===== src/include/io_config_cfg.svh =====
// Purpose: offsets, field positions, reset values and timing counts of the io configuration bank
// Assumes: included by its bare name from every design file that needs it
// Notes:   byte address of a register is four times its index
`ifndef IO_CONFIG_CFG_SVH
`define IO_CONFIG_CFG_SVH

// register indices
`define IO_CONFIG_ONE_IDX     8'h00
`define IO_CONFIG_TWO_IDX     8'h01
`define IO_STATUS_IDX         8'h10

// reset values, loaded by the power-up reset only
`define IO_CONFIG_ONE_RST     8'h08
`define IO_CONFIG_TWO_RST     8'h00
// writable bits of the second register, bits 5 and 1 are unused
`define IO_CONFIG_TWO_WMASK   8'hdd

// first register fields
`define SINGLE_DRIVE_BIT      7
`define SECOND_DRIVER_BIT     6
`define RX_LEVEL_BIT          5
`define TX_LEVEL_BIT          4
`define CRYSTAL_FREQ_BIT      3
`define HOST_CLK_HI_BIT       2
`define HOST_CLK_LO_BIT       1
`define LOW_FREQ_CLOCK_DISABLE_BIT        0

// second register fields
`define LOW_SUPPLY_BIT        7
`define DIG_REG_OFF_BIT       6
`define PD_SELECTED_BIT       4
`define PD_IDLE_BIT           3
`define STRONG_DRIVE_BIT      2
`define SLOW_RAMP_BIT         0

// fifo water levels in bytes
`define RX_WATER_LOW          7'h40
`define RX_WATER_HIGH         7'h50
`define TX_WATER_LOW          6'h20
`define TX_WATER_HIGH         6'h10

// host clock select codes
`define HOST_CLK_DIV4         2'h0
`define HOST_CLK_DIV2         2'h1
`define HOST_CLK_DIV1         2'h2
`define HOST_CLK_OFF          2'h3

// timing
`define CLK_PERIOD_NS         25
`define TX_RAMP_TIME_NS       10000
`define TX_RAMP_CYCLES        ((`TX_RAMP_TIME_NS + `CLK_PERIOD_NS - 1) / `CLK_PERIOD_NS)

`endif


===== src/include/io_config_pkg.sv =====
// Purpose: shared types of the io configuration bank
// Assumes: nothing beyond the cfg header
// Notes:   states carry no explicit codes
package io_config_pkg;

  // bus handshake states
  typedef enum logic [0:0] {bus_idle_s, bus_ack_s} bus_state_t;

  // transmitter ramp states
  typedef enum logic [1:0] {ramp_off_s, ramp_up_s, ramp_full_s} ramp_state_t;

endpackage : io_config_pkg


===== src/hw/host_clk_gen.sv =====
// Purpose: host clock pin source, derived from the crystal or the low-frequency clock
// Assumes: xtal_clk_i and lf_clk_i are slow against ref_clk_i and taken as synchronous
// Notes:   a 27.12 MHz crystal is only resolved approximately at a 40 MHz sampling rate
`timescale 1ns/10ps
`include "io_config_cfg.svh"
module host_clk_gen
  import io_config_pkg::*;
(
  input  wire logic       ref_clk_i,      // system clock
  input  wire logic       rst_i,          // power-up reset
  input  wire logic       xtal_clk_i,     // crystal oscillator clock level
  input  wire logic       xtal_running_i, // crystal oscillator is running
  input  wire logic       crystal_27_i,   // crystal is 27.12 MHz
  input  wire logic [1:0] host_clk_sel_i, // output frequency code
  input  wire logic       lf_clk_i,       // 32 kHz clock level
  input  wire logic       lf_disable_i,   // suppress the 32 kHz clock
  output logic            host_clk_o      // host clock pin
);

  logic       xtal_prev;
  logic [2:0] edge_cnt;
  logic       next_host_clk;

  // rising crystal edges feed a ripple-free divider
  wire        xtal_rise = xtal_clk_i & ~xtal_prev;
  // with a 27.12 MHz crystal every tap moves down one divider stage
  wire        tap_div1  = crystal_27_i ? edge_cnt[0] : xtal_clk_i;
  wire        tap_div2  = crystal_27_i ? edge_cnt[1] : edge_cnt[0];
  wire        tap_div4  = crystal_27_i ? edge_cnt[2] : edge_cnt[1];
  wire        xtal_tap  = (host_clk_sel_i == `HOST_CLK_DIV1) ? tap_div1 :
                          (host_clk_sel_i == `HOST_CLK_DIV2) ? tap_div2 : tap_div4;

  // code 11 wins over every source, the pin then stays low
  assign next_host_clk = (host_clk_sel_i == `HOST_CLK_OFF) ? 1'b0 :
                         xtal_running_i ? xtal_tap :
                         (lf_clk_i & ~lf_disable_i);

  // divider and registered pin
  always_ff @(posedge ref_clk_i or posedge rst_i)
  begin
    if (rst_i)
    begin
      xtal_prev  <= 1'b0;
      edge_cnt   <= 3'h0;
      host_clk_o <= 1'b0;
    end
    else
    begin
      xtal_prev  <= xtal_clk_i;
      edge_cnt   <= xtal_rise ? edge_cnt + 3'h1 : edge_cnt;
      host_clk_o <= next_host_clk;
    end
  end

endmodule : host_clk_gen


===== src/hw/dout_pad_ctrl.sv =====
// Purpose: pull-down and drive strength control of the serial data-out pad
// Assumes: cs_n_i and dout_oe_i are synchronous to ref_clk_i
// Notes:   outputs lag their causes by one clock
`timescale 1ns/10ps
`include "io_config_cfg.svh"
module dout_pad_ctrl
  import io_config_pkg::*;
(
  input  wire logic ref_clk_i,         // system clock
  input  wire logic rst_i,             // power-up reset
  input  wire logic cs_n_i,            // serial chip select, active low
  input  wire logic dout_oe_i,         // serial core drives data-out
  input  wire logic pd_selected_i,     // pull-down while selected and undriven
  input  wire logic pd_idle_i,         // pull-down while deselected
  input  wire logic strong_drive_i,    // raise data-out drive strength
  output logic      dout_pulldown_o,   // pull-down enable of data-out
  output logic      dout_strong_o      // high drive strength of data-out
);

  // never pull down against our own driver while selected; the idle pull-down ignores dout_oe_i
  wire pull_sel  = pd_selected_i & ~cs_n_i & ~dout_oe_i;
  wire pull_idle = pd_idle_i & cs_n_i;

  // registered pad controls
  always_ff @(posedge ref_clk_i or posedge rst_i)
  begin
    if (rst_i)
    begin
      dout_pulldown_o <= 1'b0;
      dout_strong_o   <= 1'b0;
    end
    else
    begin
      dout_pulldown_o <= pull_sel | pull_idle;
      dout_strong_o   <= strong_drive_i;
    end
  end

endmodule : dout_pad_ctrl


===== src/hw/io_config_regs.sv =====
// Purpose: io configuration register bank of the reader front end, reached over avalon-mm
// Assumes: rst_i is the power-up reset; all pins are synchronous to ref_clk_i
// Notes:   each access takes one wait cycle; unmapped reads return zero
//
// The Avalon-MM interface to the registers was chosen for this implementation.
`timescale 1ns/10ps
`include "io_config_cfg.svh"
module io_config_regs
  import io_config_pkg::*;
(
  input  wire logic        ref_clk_i,               // 40 MHz system clock
  input  wire logic        rst_i,                   // power-up reset, active high
  // avalon-mm slave
  input  wire logic [7:0]  avs_address_i,           // byte address
  input  wire logic        avs_read_i,              // read request
  input  wire logic        avs_write_i,             // write request
  input  wire logic [31:0] avs_writedata_i,         // write data
  input  wire logic [3:0]  avs_byteenable_i,        // byte lanes
  output logic [31:0]      avs_readdata_o,          // read data
  output logic             avs_waitrequest_o,       // stall request
  // antenna drivers
  output logic             differential_drive_o,    // both drivers in antiphase
  output logic             antenna_driver_a_en_o,   // driver a in use
  output logic             antenna_driver_b_en_o,   // driver b in use
  output logic             rx_input_b_sel_o,        // receive pair b in use
  // fifo thresholds
  output logic [6:0]       rx_water_level_o,        // receive threshold in bytes
  output logic [5:0]       tx_water_level_o,        // transmit threshold in bytes
  // oscillator and host clock
  output logic             crystal_freq_sel_o,      // 27.12 MHz crystal
  input  wire logic        xtal_clk_i,              // crystal clock level
  input  wire logic        xtal_running_i,          // crystal oscillator running
  input  wire logic        lf_clk_i,                // 32 kHz clock level
  output logic             host_clk_o,              // host clock pin
  // supply
  output logic             low_supply_range_sel_o,  // 3.3 V supply range
  output logic             digital_reg_off_o,       // digital regulator off
  // serial data-out pad
  input  wire logic        cs_n_i,                  // serial chip select, active low
  input  wire logic        dout_oe_i,               // serial core drives data-out
  output logic             dout_pulldown_o,         // data-out pull-down enable
  output logic             dout_strong_o,           // data-out high drive
  // transmitter
  input  wire logic        tx_on_i,                 // transmitter switched on
  output logic             tx_ramp_busy_o,          // slow ramp in progress
  output logic             tx_full_power_o          // transmitter at full level
);

  // printed offsets are indices, the bus sees four bytes per register
  function automatic logic [7:0] byte_addr(input logic [7:0] idx);
    byte_addr = {idx[5:0], 2'h0};
  endfunction : byte_addr

  // ramp length as a counter value
  localparam logic [8:0] RAMP_LAST = 9'(`TX_RAMP_CYCLES - 1);

  logic [7:0]  io_config_one;
  logic [7:0]  io_config_two;
  bus_state_t  bus_state;
  bus_state_t  next_bus_state;
  ramp_state_t ramp_state;
  ramp_state_t next_ramp_state;
  logic [8:0]  ramp_cnt;
  logic [8:0]  next_ramp_cnt;
  logic [31:0] next_readdata;

  // field views of the first register
  wire       single_drive     = io_config_one[`SINGLE_DRIVE_BIT];
  wire       second_driver_select = io_config_one[`SECOND_DRIVER_BIT];
  wire       rx_water_level_sel   = io_config_one[`RX_LEVEL_BIT];
  wire       tx_water_level_sel   = io_config_one[`TX_LEVEL_BIT];
  wire       host_clk_sel_hi  = io_config_one[`HOST_CLK_HI_BIT];
  wire       host_clk_sel_lo  = io_config_one[`HOST_CLK_LO_BIT];
  wire       low_freq_clock_disable = io_config_one[`LOW_FREQ_CLOCK_DISABLE_BIT];
  wire [1:0] host_clk_sel     = {host_clk_sel_hi, host_clk_sel_lo};

  // field views of the second register
  wire       dout_pulldown_selected = io_config_two[`PD_SELECTED_BIT];
  wire       dout_pulldown_idle     = io_config_two[`PD_IDLE_BIT];
  wire       strong_drive     = io_config_two[`STRONG_DRIVE_BIT];
  wire       slow_ramp        = io_config_two[`SLOW_RAMP_BIT];

  // address decode
  wire       bus_req  = avs_read_i | avs_write_i;
  wire       hit_one  = (avs_address_i == byte_addr(`IO_CONFIG_ONE_IDX));
  wire       hit_two  = (avs_address_i == byte_addr(`IO_CONFIG_TWO_IDX));
  wire       hit_stat = (avs_address_i == byte_addr(`IO_STATUS_IDX));

  // a write lands only at the edge where waitrequest is low
  wire       commit   = avs_write_i & (bus_state == bus_ack_s) & avs_byteenable_i[0];
  wire       wr_one   = commit & hit_one;
  wire       wr_two   = commit & hit_two;

  // status word shows live block state, read-only
  wire [7:0] status_byte = {3'h0, tx_full_power_o, tx_ramp_busy_o,
                            dout_pulldown_o, host_clk_o, xtal_running_i};

  // read mux, unused bits of the second register come back as zero
  wire [7:0] read_byte = hit_one  ? io_config_one :
                         hit_two  ? (io_config_two & `IO_CONFIG_TWO_WMASK) :
                         hit_stat ? status_byte : 8'h00;

  // one wait cycle per access; readdata is loaded in the first cycle and stands in the second
  assign next_bus_state = (bus_state == bus_idle_s && bus_req) ? bus_ack_s : bus_idle_s;
  assign next_readdata  = (bus_state == bus_idle_s && avs_read_i) ? {24'h0, read_byte} :
                          avs_readdata_o;
  assign avs_waitrequest_o = bus_req & (bus_state == bus_idle_s);

  // bus handshake
  always_ff @(posedge ref_clk_i or posedge rst_i)
  begin
    if (rst_i)
    begin
      bus_state      <= bus_idle_s;
      avs_readdata_o <= 32'h0;
    end
    else
    begin
      bus_state      <= next_bus_state;
      avs_readdata_o <= next_readdata;
    end
  end

  // configuration storage; only the power-up reset loads defaults, no command reaches here
  always_ff @(posedge ref_clk_i or posedge rst_i)
  begin
    if (rst_i)
    begin
      io_config_one <= `IO_CONFIG_ONE_RST;
      io_config_two <= `IO_CONFIG_TWO_RST;
    end
    else
    begin
      if (wr_one)
        io_config_one <= avs_writedata_i[7:0];
      if (wr_two)
        io_config_two <= avs_writedata_i[7:0] & `IO_CONFIG_TWO_WMASK;
    end
  end

  // antenna driver routing; the pair select matters only in single drive
  assign differential_drive_o  = ~single_drive;
  assign antenna_driver_a_en_o = ~single_drive | ~second_driver_select;
  assign antenna_driver_b_en_o = ~single_drive | second_driver_select;
  assign rx_input_b_sel_o      = single_drive & second_driver_select;

  // fifo thresholds in bytes
  assign rx_water_level_o = rx_water_level_sel ? `RX_WATER_HIGH : `RX_WATER_LOW;
  assign tx_water_level_o = tx_water_level_sel ? `TX_WATER_HIGH : `TX_WATER_LOW;

  // crystal and supply selections go straight to the analog side
  assign crystal_freq_sel_o     = io_config_one[`CRYSTAL_FREQ_BIT];
  assign low_supply_range_sel_o = io_config_two[`LOW_SUPPLY_BIT];
  assign digital_reg_off_o      = io_config_two[`DIG_REG_OFF_BIT];

  // host clock pin source
  host_clk_gen u_host_clk
  (
    .ref_clk_i      (ref_clk_i),
    .rst_i          (rst_i),
    .xtal_clk_i     (xtal_clk_i),
    .xtal_running_i (xtal_running_i),
    .crystal_27_i   (crystal_freq_sel_o),
    .host_clk_sel_i (host_clk_sel),
    .lf_clk_i       (lf_clk_i),
    .lf_disable_i   (low_freq_clock_disable),
    .host_clk_o     (host_clk_o)
  );

  // data-out pad control
  dout_pad_ctrl u_dout_pad
  (
    .ref_clk_i      (ref_clk_i),
    .rst_i          (rst_i),
    .cs_n_i         (cs_n_i),
    .dout_oe_i      (dout_oe_i),
    .pd_selected_i  (dout_pulldown_selected),
    .pd_idle_i      (dout_pulldown_idle),
    .strong_drive_i (strong_drive),
    .dout_pulldown_o(dout_pulldown_o),
    .dout_strong_o  (dout_strong_o)
  );

  // transmitter ramp; a drop of tx_on aborts the ramp at once, so with slow_ramp set a short pulse never reaches full power
  always_comb
  begin
    next_ramp_state = ramp_state;
    next_ramp_cnt   = ramp_cnt;
    case (ramp_state)
      ramp_off_s:
      begin
        next_ramp_cnt = 9'h0;
        if (tx_on_i)
          next_ramp_state = slow_ramp ? ramp_up_s : ramp_full_s;
      end
      ramp_up_s:
      begin
        if (!tx_on_i)
          next_ramp_state = ramp_off_s;
        else if (ramp_cnt == RAMP_LAST)
          next_ramp_state = ramp_full_s;
        else
          next_ramp_cnt = ramp_cnt + 9'h1;
      end
      ramp_full_s:
      begin
        if (!tx_on_i)
          next_ramp_state = ramp_off_s;
      end
      default:
      begin
        next_ramp_state = ramp_off_s;
        next_ramp_cnt   = 9'h0;
      end
    endcase
  end

  // ramp state register
  always_ff @(posedge ref_clk_i or posedge rst_i)
  begin
    if (rst_i)
    begin
      ramp_state <= ramp_off_s;
      ramp_cnt   <= 9'h0;
    end
    else
    begin
      ramp_state <= next_ramp_state;
      ramp_cnt   <= next_ramp_cnt;
    end
  end

  // ramp status is a decode of the state flop
  assign tx_ramp_busy_o  = (ramp_state == ramp_up_s);
  assign tx_full_power_o = (ramp_state == ramp_full_s);

endmodule : io_config_regs


===== config.mk =====
export PLATFORM = sky130hd
export DESIGN_NAME = io_config_regs
export DESIGN_NICKNAME = d
export VERILOG_FILES = /design/src/include/io_config_pkg.sv /design/src/hw/host_clk_gen.sv /design/src/hw/dout_pad_ctrl.sv /design/src/hw/io_config_regs.sv
export VERILOG_INCLUDE_DIRS = /design/src /design/src/include
export SDC_FILE = /design/constraint.sdc
export NUM_CORES = 1
export LEC_CHECK = 0
export BUFFER_PORTS_ARGS = -buffer_cell sky130_fd_sc_hd__clkbuf_2
export CELL_PAD_IN_SITES_DETAIL_PLACEMENT = 0
export CELL_PAD_IN_SITES_GLOBAL_PLACEMENT = 1
export CORE_MARGIN = 10
export CORE_UTILIZATION = 30
export DETAILED_ROUTE_END_ITERATION = 7
export PLACE_DENSITY = 0.81
export SYNTH_ARGS = -nofsm -noshare
export SYNTH_HDL_FRONTEND = slang
export SYNTH_HIERARCHICAL = 1
export SYNTH_SLANG_ARGS = --single-unit

===== constraint.sdc =====
create_clock -name ref_clk_i -period 1.36 [get_ports ref_clk_i]
set_input_delay 0.272 -clock ref_clk_i [delete_from_list [all_inputs] [get_ports ref_clk_i]]
set_output_delay 0.272 -clock ref_clk_i [all_outputs]
set_load 0.05 [all_outputs]

==> metrics.md, run 1 <==
| Metric | Value |
|---|---|
| Cell Chain, Critical Path | `clkbuf_16` |
| Setup_tns | `-0.1433 ns` |
| Die Footprint | `11500 um2` |
| Lkg Pwr | `1.501 nW` |
| Post-DRT Antenna Nets | `0` |
| Failing checks | `negative setup slack` |
| Synth top area cells | `dfrtp_1 (44%), buf_4 (12%), mux2_1 (3.9%)` |
| Area growth, synth to finish | `33.72%` |
| Initial DRC count | `68` |
| Worst reg-to-reg setup slack | `-0.03 ns` |
| Final Non-Filler Cells | `407` |
| Hold Crit Depth | `1` |
| Final Hold Fails | `0` |
| Top cell type's share of synthesized area | `0.4386` |
| Layout cells sized above 1 | `0.4104` |
| Hold_sp | `xtal_clk_i` |
| Core box area | `7331 um2` |
| WP buf/inv | `1` |
| Initial antenna violation count | `1` |
| CP Launch Type | `register` |
| Critical path required time | `1.09 ns` |
| Syn Inst Count | `226` |
| H-tree levels | `2` |
| I/O pin count | `112` |
| Number of synthesized register bits | `41` |
| Yosys warns | `6` |
| Clk slew on worst S/H paths | `0.08 ns` |
| Vias | `1788` |
| CTS tree | `yes` |
| Commonest non-fill, non-tap cell in the layout | `clkbuf_2` |
| Port bufs | `50` |
| Commonest non-fill, non-tap cells in the layout | `clkbuf_2 (41), dfrtp_1 (39), conb_1 (34)` |
| Gpl congestion | `0.8180` |
| Area leader, netlist | `dfrtp_1` |
| Worst Hold Path EP | `u_host_clk/xtal_prev` |
| Finished Core Util | `0.4163` |
| GRT Util Overall | `0.09453` |
| Final Max Tran Viols | `0` |
| CTS sink cnt | `41` |
| Critical Path AT | `1.12 ns` |
| Largest net degree at the start of global routing | `14` |
| Die W | `107.2 um` |
| Sequential share of the synthesized area | `0.4501` |
| FF-to-FF End | `u_host_clk/host_clk_o` |
| Total CTS buffers | `5` |
| Routed WL | `5.583 mm` |
| # DRC | `0` |
| CP max stage delay | `0.66 ns` |
| Dpl hpwl | `4.385 mm` |
| Worst skew pair latency | `0.29 ns` |
| Final worst setup slack | `-0.03510 ns` |
| Outcome | `complete, but fails checks` |
| CP endpoint kind | `primary output` |
| Total Power | `2.876 mW` |
| First-pass GRT wire length | `8.907 mm` |
| Critical Path Fanout Max | `7` |
| Nets | `363` |
| Synth unique cells | `47` |
| CTS root buf | `clkbuf_8` |
| First-pass DRT Iterations | `4` |
| Remaining Overflow, GRT | `0` |
| Clock skew | `0.009987 ns` |
| Number of global-route vias before repair | `1781` |
| CP Class | `reg -> out` |
| WL/cell | `13.72 um` |
| Power Dens Cells | `942.5 nW/um2` |
| Delay-heaviest family, CP | `flip-flops` |
| Hold crit path type | `in -> reg` |
| Initial core utilization | `0.3113` |
| Placed insts | `388` |
| Max IR drop VDD | `0.0004308 V` |
| Mapped cell area | `2282 um2` |
| Max Freq | `716.8 MHz` |
| Slowest CP cell | `dfstp_4` |
| Synth Area per Inst | `10.10 um2` |
| Vias per Instance | `4.393` |
| RSZ-0062 raised after global routing | `yes` |
| Die height | `107.2 um` |
| Period minus WS final | `1.395 ns` |
| Period utilization | `1.026` |
| Post-Place Worst Slack | `-0.1987 ns` |
| Clock Path Buffers | `2` |
| Finish-stage setup viols | `6` |
| Reg2Reg Depth | `3` |
| Max-cap violation count | `0` |
| Worst flop-to-flop path startpoint | `io_config_one[3]` |
| Cell Rows | `31` |
metrics by stage:
stage	cell area, um2	hold slack (ns)
4_1_cts	2967	0.1031
3_5_place_dp	2694	0.1368
6_report	3052	0.1112
5_1_grt	3049	0.1038
2_1_floorplan	2439	0.01318
3_3_place_gp	2694	0.1288
state kept, by name, summed over array words and instances, names as in the netlist, 2 cells and up:
register             count
ramp_state               2
ramp_cnt                 9
avs_readdata_o           8
io_config_one            8
io_config_two            6
u_host_clk/edge_cnt      3
Yosys cell counts (all sizes together):
| master | instances |
|---|---|
| dfstp | 1 |
| xor2 | 1 |
| mux2i | 6 |
| a211oi | 2 |
| buf | 39 |
| a21oi | 9 |
| nand2b | 6 |
| dfrtp | 40 |
| nor2b | 4 |
| clkbuf | 1 |
| o41ai | 1 |
| nor4 | 4 |
| or2 | 1 |
| nand4 | 7 |
| nor2 | 12 |
| o221ai | 1 |
| or2b | 1 |
| a22o | 2 |
| xnor2 | 2 |
| or3 | 2 |
| nand2 | 21 |
| conb | 2 |
| a2111oi | 1 |
| ha | 2 |
| o21ai | 17 |
| nor3 | 1 |
| mux2 | 15 |
| o31ai | 2 |
| and4 | 2 |
| a21o | 3 |
| a32o | 1 |
| nand3 | 1 |
| nor4b | 1 |
| and2 | 1 |
| inv | 11 |
| a31oi | 2 |
| or4b | 1 |
cell families (layout without fill, tap and decap cells):
group                      after synthesis  count (layout)  synth area share
and+or+nand+nor                         65              65            0.1645
buffers and inverters                   51             100            0.1458
AOI/OAI and AO/OA                       41              41            0.1135
DFF                                     41              41            0.4501
muxes                                   21              21            0.1003
xor gates and xnor gates                 3               3           0.01152
adders and majority gates                2               2           0.01096
other                                    2              35          0.003291
layout make-up:
cell class	instances	area, um2
fill	715	4279
multi-input combinational	166	1136
sequential	41	1032
timing repair buffer	82	601.8
tap	99	123.9
clock buffer	5	68.82
inverter	11	51.30
clock inverter	2	35.03
antenna	1	2.502
what timing repair did:
action	in CTS	in global routing
setup endpoints to repair	11	31
hold endpoints to repair	11	0
pin swaps	5	7
hold buffers	1	0
buffers inserted	9	1
gates resized for setup	19	24
routing by layer:
metal / share of wire / GRT usage / vias up
li1: - / - / 881
met3: 0.077 / 0.03952 / 6
met1: 0.44 / 0.1153 / 850
met5: 0 / 0 / -
met4: 0.0086 / 0.02611 / 0
met2: 0.48 / 0.1492 / 51
power by group:
part / leakage (nW) / switching (mW) / internal (mW) / total, mW
Combinational: 0.894 / 0.408 / 0.169 / 0.577
Sequential: 0.553 / 0.0631 / 1.29 / 1.35
Clock: 0.0540 / 0.416 / 0.534 / 0.949
how the worst max path moves through the flow:
stage,startpoint,to,slack [ns],depth (start not counted)
after floorplan,io_config_one[3],u_host_clk/host_clk_o,-0.08,3
after global placement,avs_address_i[1],io_config_one[5],-0.19,5
after detailed placement,avs_address_i[1],io_config_one[4],-0.20,5
after CTS,io_config_one[3],crystal_freq_sel_o,-0.05,1
after global routing,ramp_state[1],tx_full_power_o,-0.08,3
final,io_config_one[3],crystal_freq_sel_o,-0.04,1
No activity file was read; power rests on OpenSTA's default activity.
==> inputs of run 2 (changes only) <==
--- a/config.mk
+++ b/config.mk
@@ -7,12 +7,10 @@
 export NUM_CORES = 1
 export LEC_CHECK = 0
 export BUFFER_PORTS_ARGS = -buffer_cell sky130_fd_sc_hd__clkbuf_2
-export CELL_PAD_IN_SITES_DETAIL_PLACEMENT = 0
-export CELL_PAD_IN_SITES_GLOBAL_PLACEMENT = 1
 export CORE_MARGIN = 10
-export CORE_UTILIZATION = 30
+export CORE_UTILIZATION = 42
 export DETAILED_ROUTE_END_ITERATION = 7
-export PLACE_DENSITY = 0.81
+export PLACE_DENSITY = 0.82
 export SYNTH_ARGS = -nofsm -noshare
 export SYNTH_HDL_FRONTEND = slang
 export SYNTH_HIERARCHICAL = 1
==> metrics.md, run 2 (synthesized netlist as in run 1, its figures left out) <==
| Metric | Value |
|---|---|
| Max reg flops | `9` |
| Max-cap violation count | `0` |
| CTS root buf | `clkbuf_8` |
| Critical Path Fanout Max | `6` |
| Largest Register | `ramp_cnt` |
| CTS sink cnt | `41` |
| Finish-stage setup viols | `7` |
| Max IR drop VDD | `0.0003873 V` |
| Worst reg-to-reg setup slack | `-0.08 ns` |
| Initial core utilization | `0.4412` |
| Cell Rows | `26` |
| P_sw | `0.9051 mW` |
| Die height | `93.72 um` |
| FF-to-FF End | `u_host_clk/host_clk_o` |
| Commonest non-fill, non-tap cell in the layout | `clkbuf_2` |
| Hold_sp | `xtal_clk_i` |
| CP Launch Type | `register` |
| Remaining Overflow, GRT | `0` |
| GRT Util Overall | `0.1272` |
| Final Max Tran Viols | `0` |
| Dpl hpwl | `4.451 mm` |
| Final Hold Fails | `0` |
| First-pass GRT wire length | `8.976 mm` |
| Max Freq | `693.6 MHz` |
| Routed WL | `5.890 mm` |
| Largest net degree at the start of global routing | `26` |
| Switching Share | `0.3270` |
| Hold crit path type | `in -> reg` |
| Int Power | `1.863 mW` |
| Post-DRT Antenna Nets | `0` |
| CTS tree | `yes` |
| CP Class | `reg -> reg` |
| Worst skew pair latency | `0.30 ns` |
| H-tree levels | `2` |
| Min Hold Slack | `0.1230 ns` |
| RSZ-0062 raised after global routing | `yes` |
| Met1 WL | `2.269 mm` |
| Period minus WS final | `1.442 ns` |
| Period utilization | `1.060` |
| First-pass DRT Iterations | `5` |
| Sequential share of power | `0.489` |
| WL/cell | `15.62 um` |
| Cell Chain, Critical Path | `or4b_4 -> o221ai_2 -> a211oi_2` |
| # DRC | `0` |
| Die W | `93.72 um` |
| Worst flop-to-flop path startpoint | `io_config_one[3]` |
| Top sig layer | `met4` |
| Vias | `1862` |
| CP endpoint kind | `register` |
| Vias per Instance | `4.939` |
| Layout cells sized above 1 | `0.4267` |
| Met2 WL | `2.987 mm` |
| Nets | `363` |
| CP max stage delay | `0.67 ns` |
| Share of power burned in combinational logic | `0.215` |
| Total Power | `2.768 mW` |
| Critical Path AT | `1.62 ns` |
| Commonest non-fill, non-tap cells in the layout | `clkbuf_2 (41), dfrtp_1 (38), conb_1 (34)` |
| Diodes inserted | `0` |
| Clock power share | `0.296` |
| Number of global-route vias before repair | `1898` |
| Met3 wire length | `572 um` |
| Die Footprint | `8783 um2` |
| Critical path required time | `1.54 ns` |
| Hold Crit Depth | `1` |
| Total CTS buffers | `5` |
| Slowest CP cell | `dfstp_4` |
| Clock skew | `0.004307 ns` |
| Port bufs | `50` |
| Failing checks | `negative setup slack` |
| Clk slew on worst S/H paths | `0.08 ns` |
| Reg2Reg Depth | `3` |
| Fill cells | `463` |
| Power Dens Cells | `915.6 nW/um2` |
| Final worst setup slack | `-0.08181 ns` |
| I/O pin count | `112` |
| Worst Hold Path EP | `u_host_clk/xtal_prev` |
| Lkg Pwr | `1.493 nW` |
| Initial DRC count | `62` |
| Outcome | `complete, but fails checks` |
| Clock Path Buffers | `2` |
| Initial antenna violation count | `0` |
| Core box area | `5172 um2` |
| Top flop regs | `ramp_cnt x9, avs_readdata_o x8, io_config_one x8` |
| Gpl congestion | `0.8269` |
| Area growth, synth to finish | `32.46%` |
## run 2: power by group through the flow
stage / registers (mW) / clock network (mW) / logic [mW]
after global routing: 1.36 / 0.902 / 0.635
after detailed placement: 1.37 / 0 / 0.546
after global placement: 1.37 / 0 / 0.532
after CTS: 1.35 / 0.837 / 0.577
final: 1.35 / 0.819 / 0.595
after floorplan: 1.39 / 0 / 0.467
## run 2: metrics by stage
step	setup TNS, ns	std cells	utilization	cell area, um2	setup slack, ns
6_report	-0.2360	377	0.5844	3023	-0.08181
5_1_grt	-0.6796	377	0.5844	3023	-0.1039
4_1_cts	-0.1865	375	0.5658	2927	-0.05958
3_5_place_dp	-3.756	359	0.5138	2658	-0.2268
3_3_place_gp	-2.707	359	0.5138	2658	-0.1835
2_1_floorplan	-0.1730	258	-	2439	-0.07792
## run 2: worst max path at each step
stage | cells past startpoint | end | from
finish | 3 | u_host_clk/host_clk_o | io_config_one[3]
global route | 3 | u_host_clk/host_clk_o | io_config_one[3]
CTS | 3 | u_host_clk/host_clk_o | io_config_one[3]
detailed placement | 5 | io_config_one[1] | avs_address_i[1]
global placement | 5 | io_config_one[1] | avs_address_i[1]
floorplan | 3 | u_host_clk/host_clk_o | io_config_one[3]
## run 2: worst max-delay path, delay by kind of cell, from the launching register on
family / cells / cell delay (ns)
flops: 1 / 0.67
compound gates: 2 / 0.18
simple gates: 1 / 0.47
## run 2: cell type report
type	count	area, um2	area share
Tap cell	70	87.58	0.02897
Timing Repair Buffer	82	595.6	0.1970
Clock buffer	6	82.58	0.02732
Sequential cell	41	1033	0.3419
Inverter	11	56.30	0.01863
Multi-Input combinational cell	166	1160	0.3837
Clock inverter	1	7.507	0.002483
## run 2: metal layers
metal | vias to the layer above | GRT usage
li1 | 874 | -
met1 | 915 | 0.1360
met2 | 67 | 0.2212
met3 | 6 | 0.05596
met4 | 0 | 0.03671
met5 | - | 0
## run 2: repair_timing
action                     4_1_cts  5_1_grt
hold endpoints to repair        16        0
hold buffers                     1        0
cloned                           0        0
buffers inserted                 8        2
resized for setup               25       26
setup endpoints to repair       14       28
pin swaps                        6        5
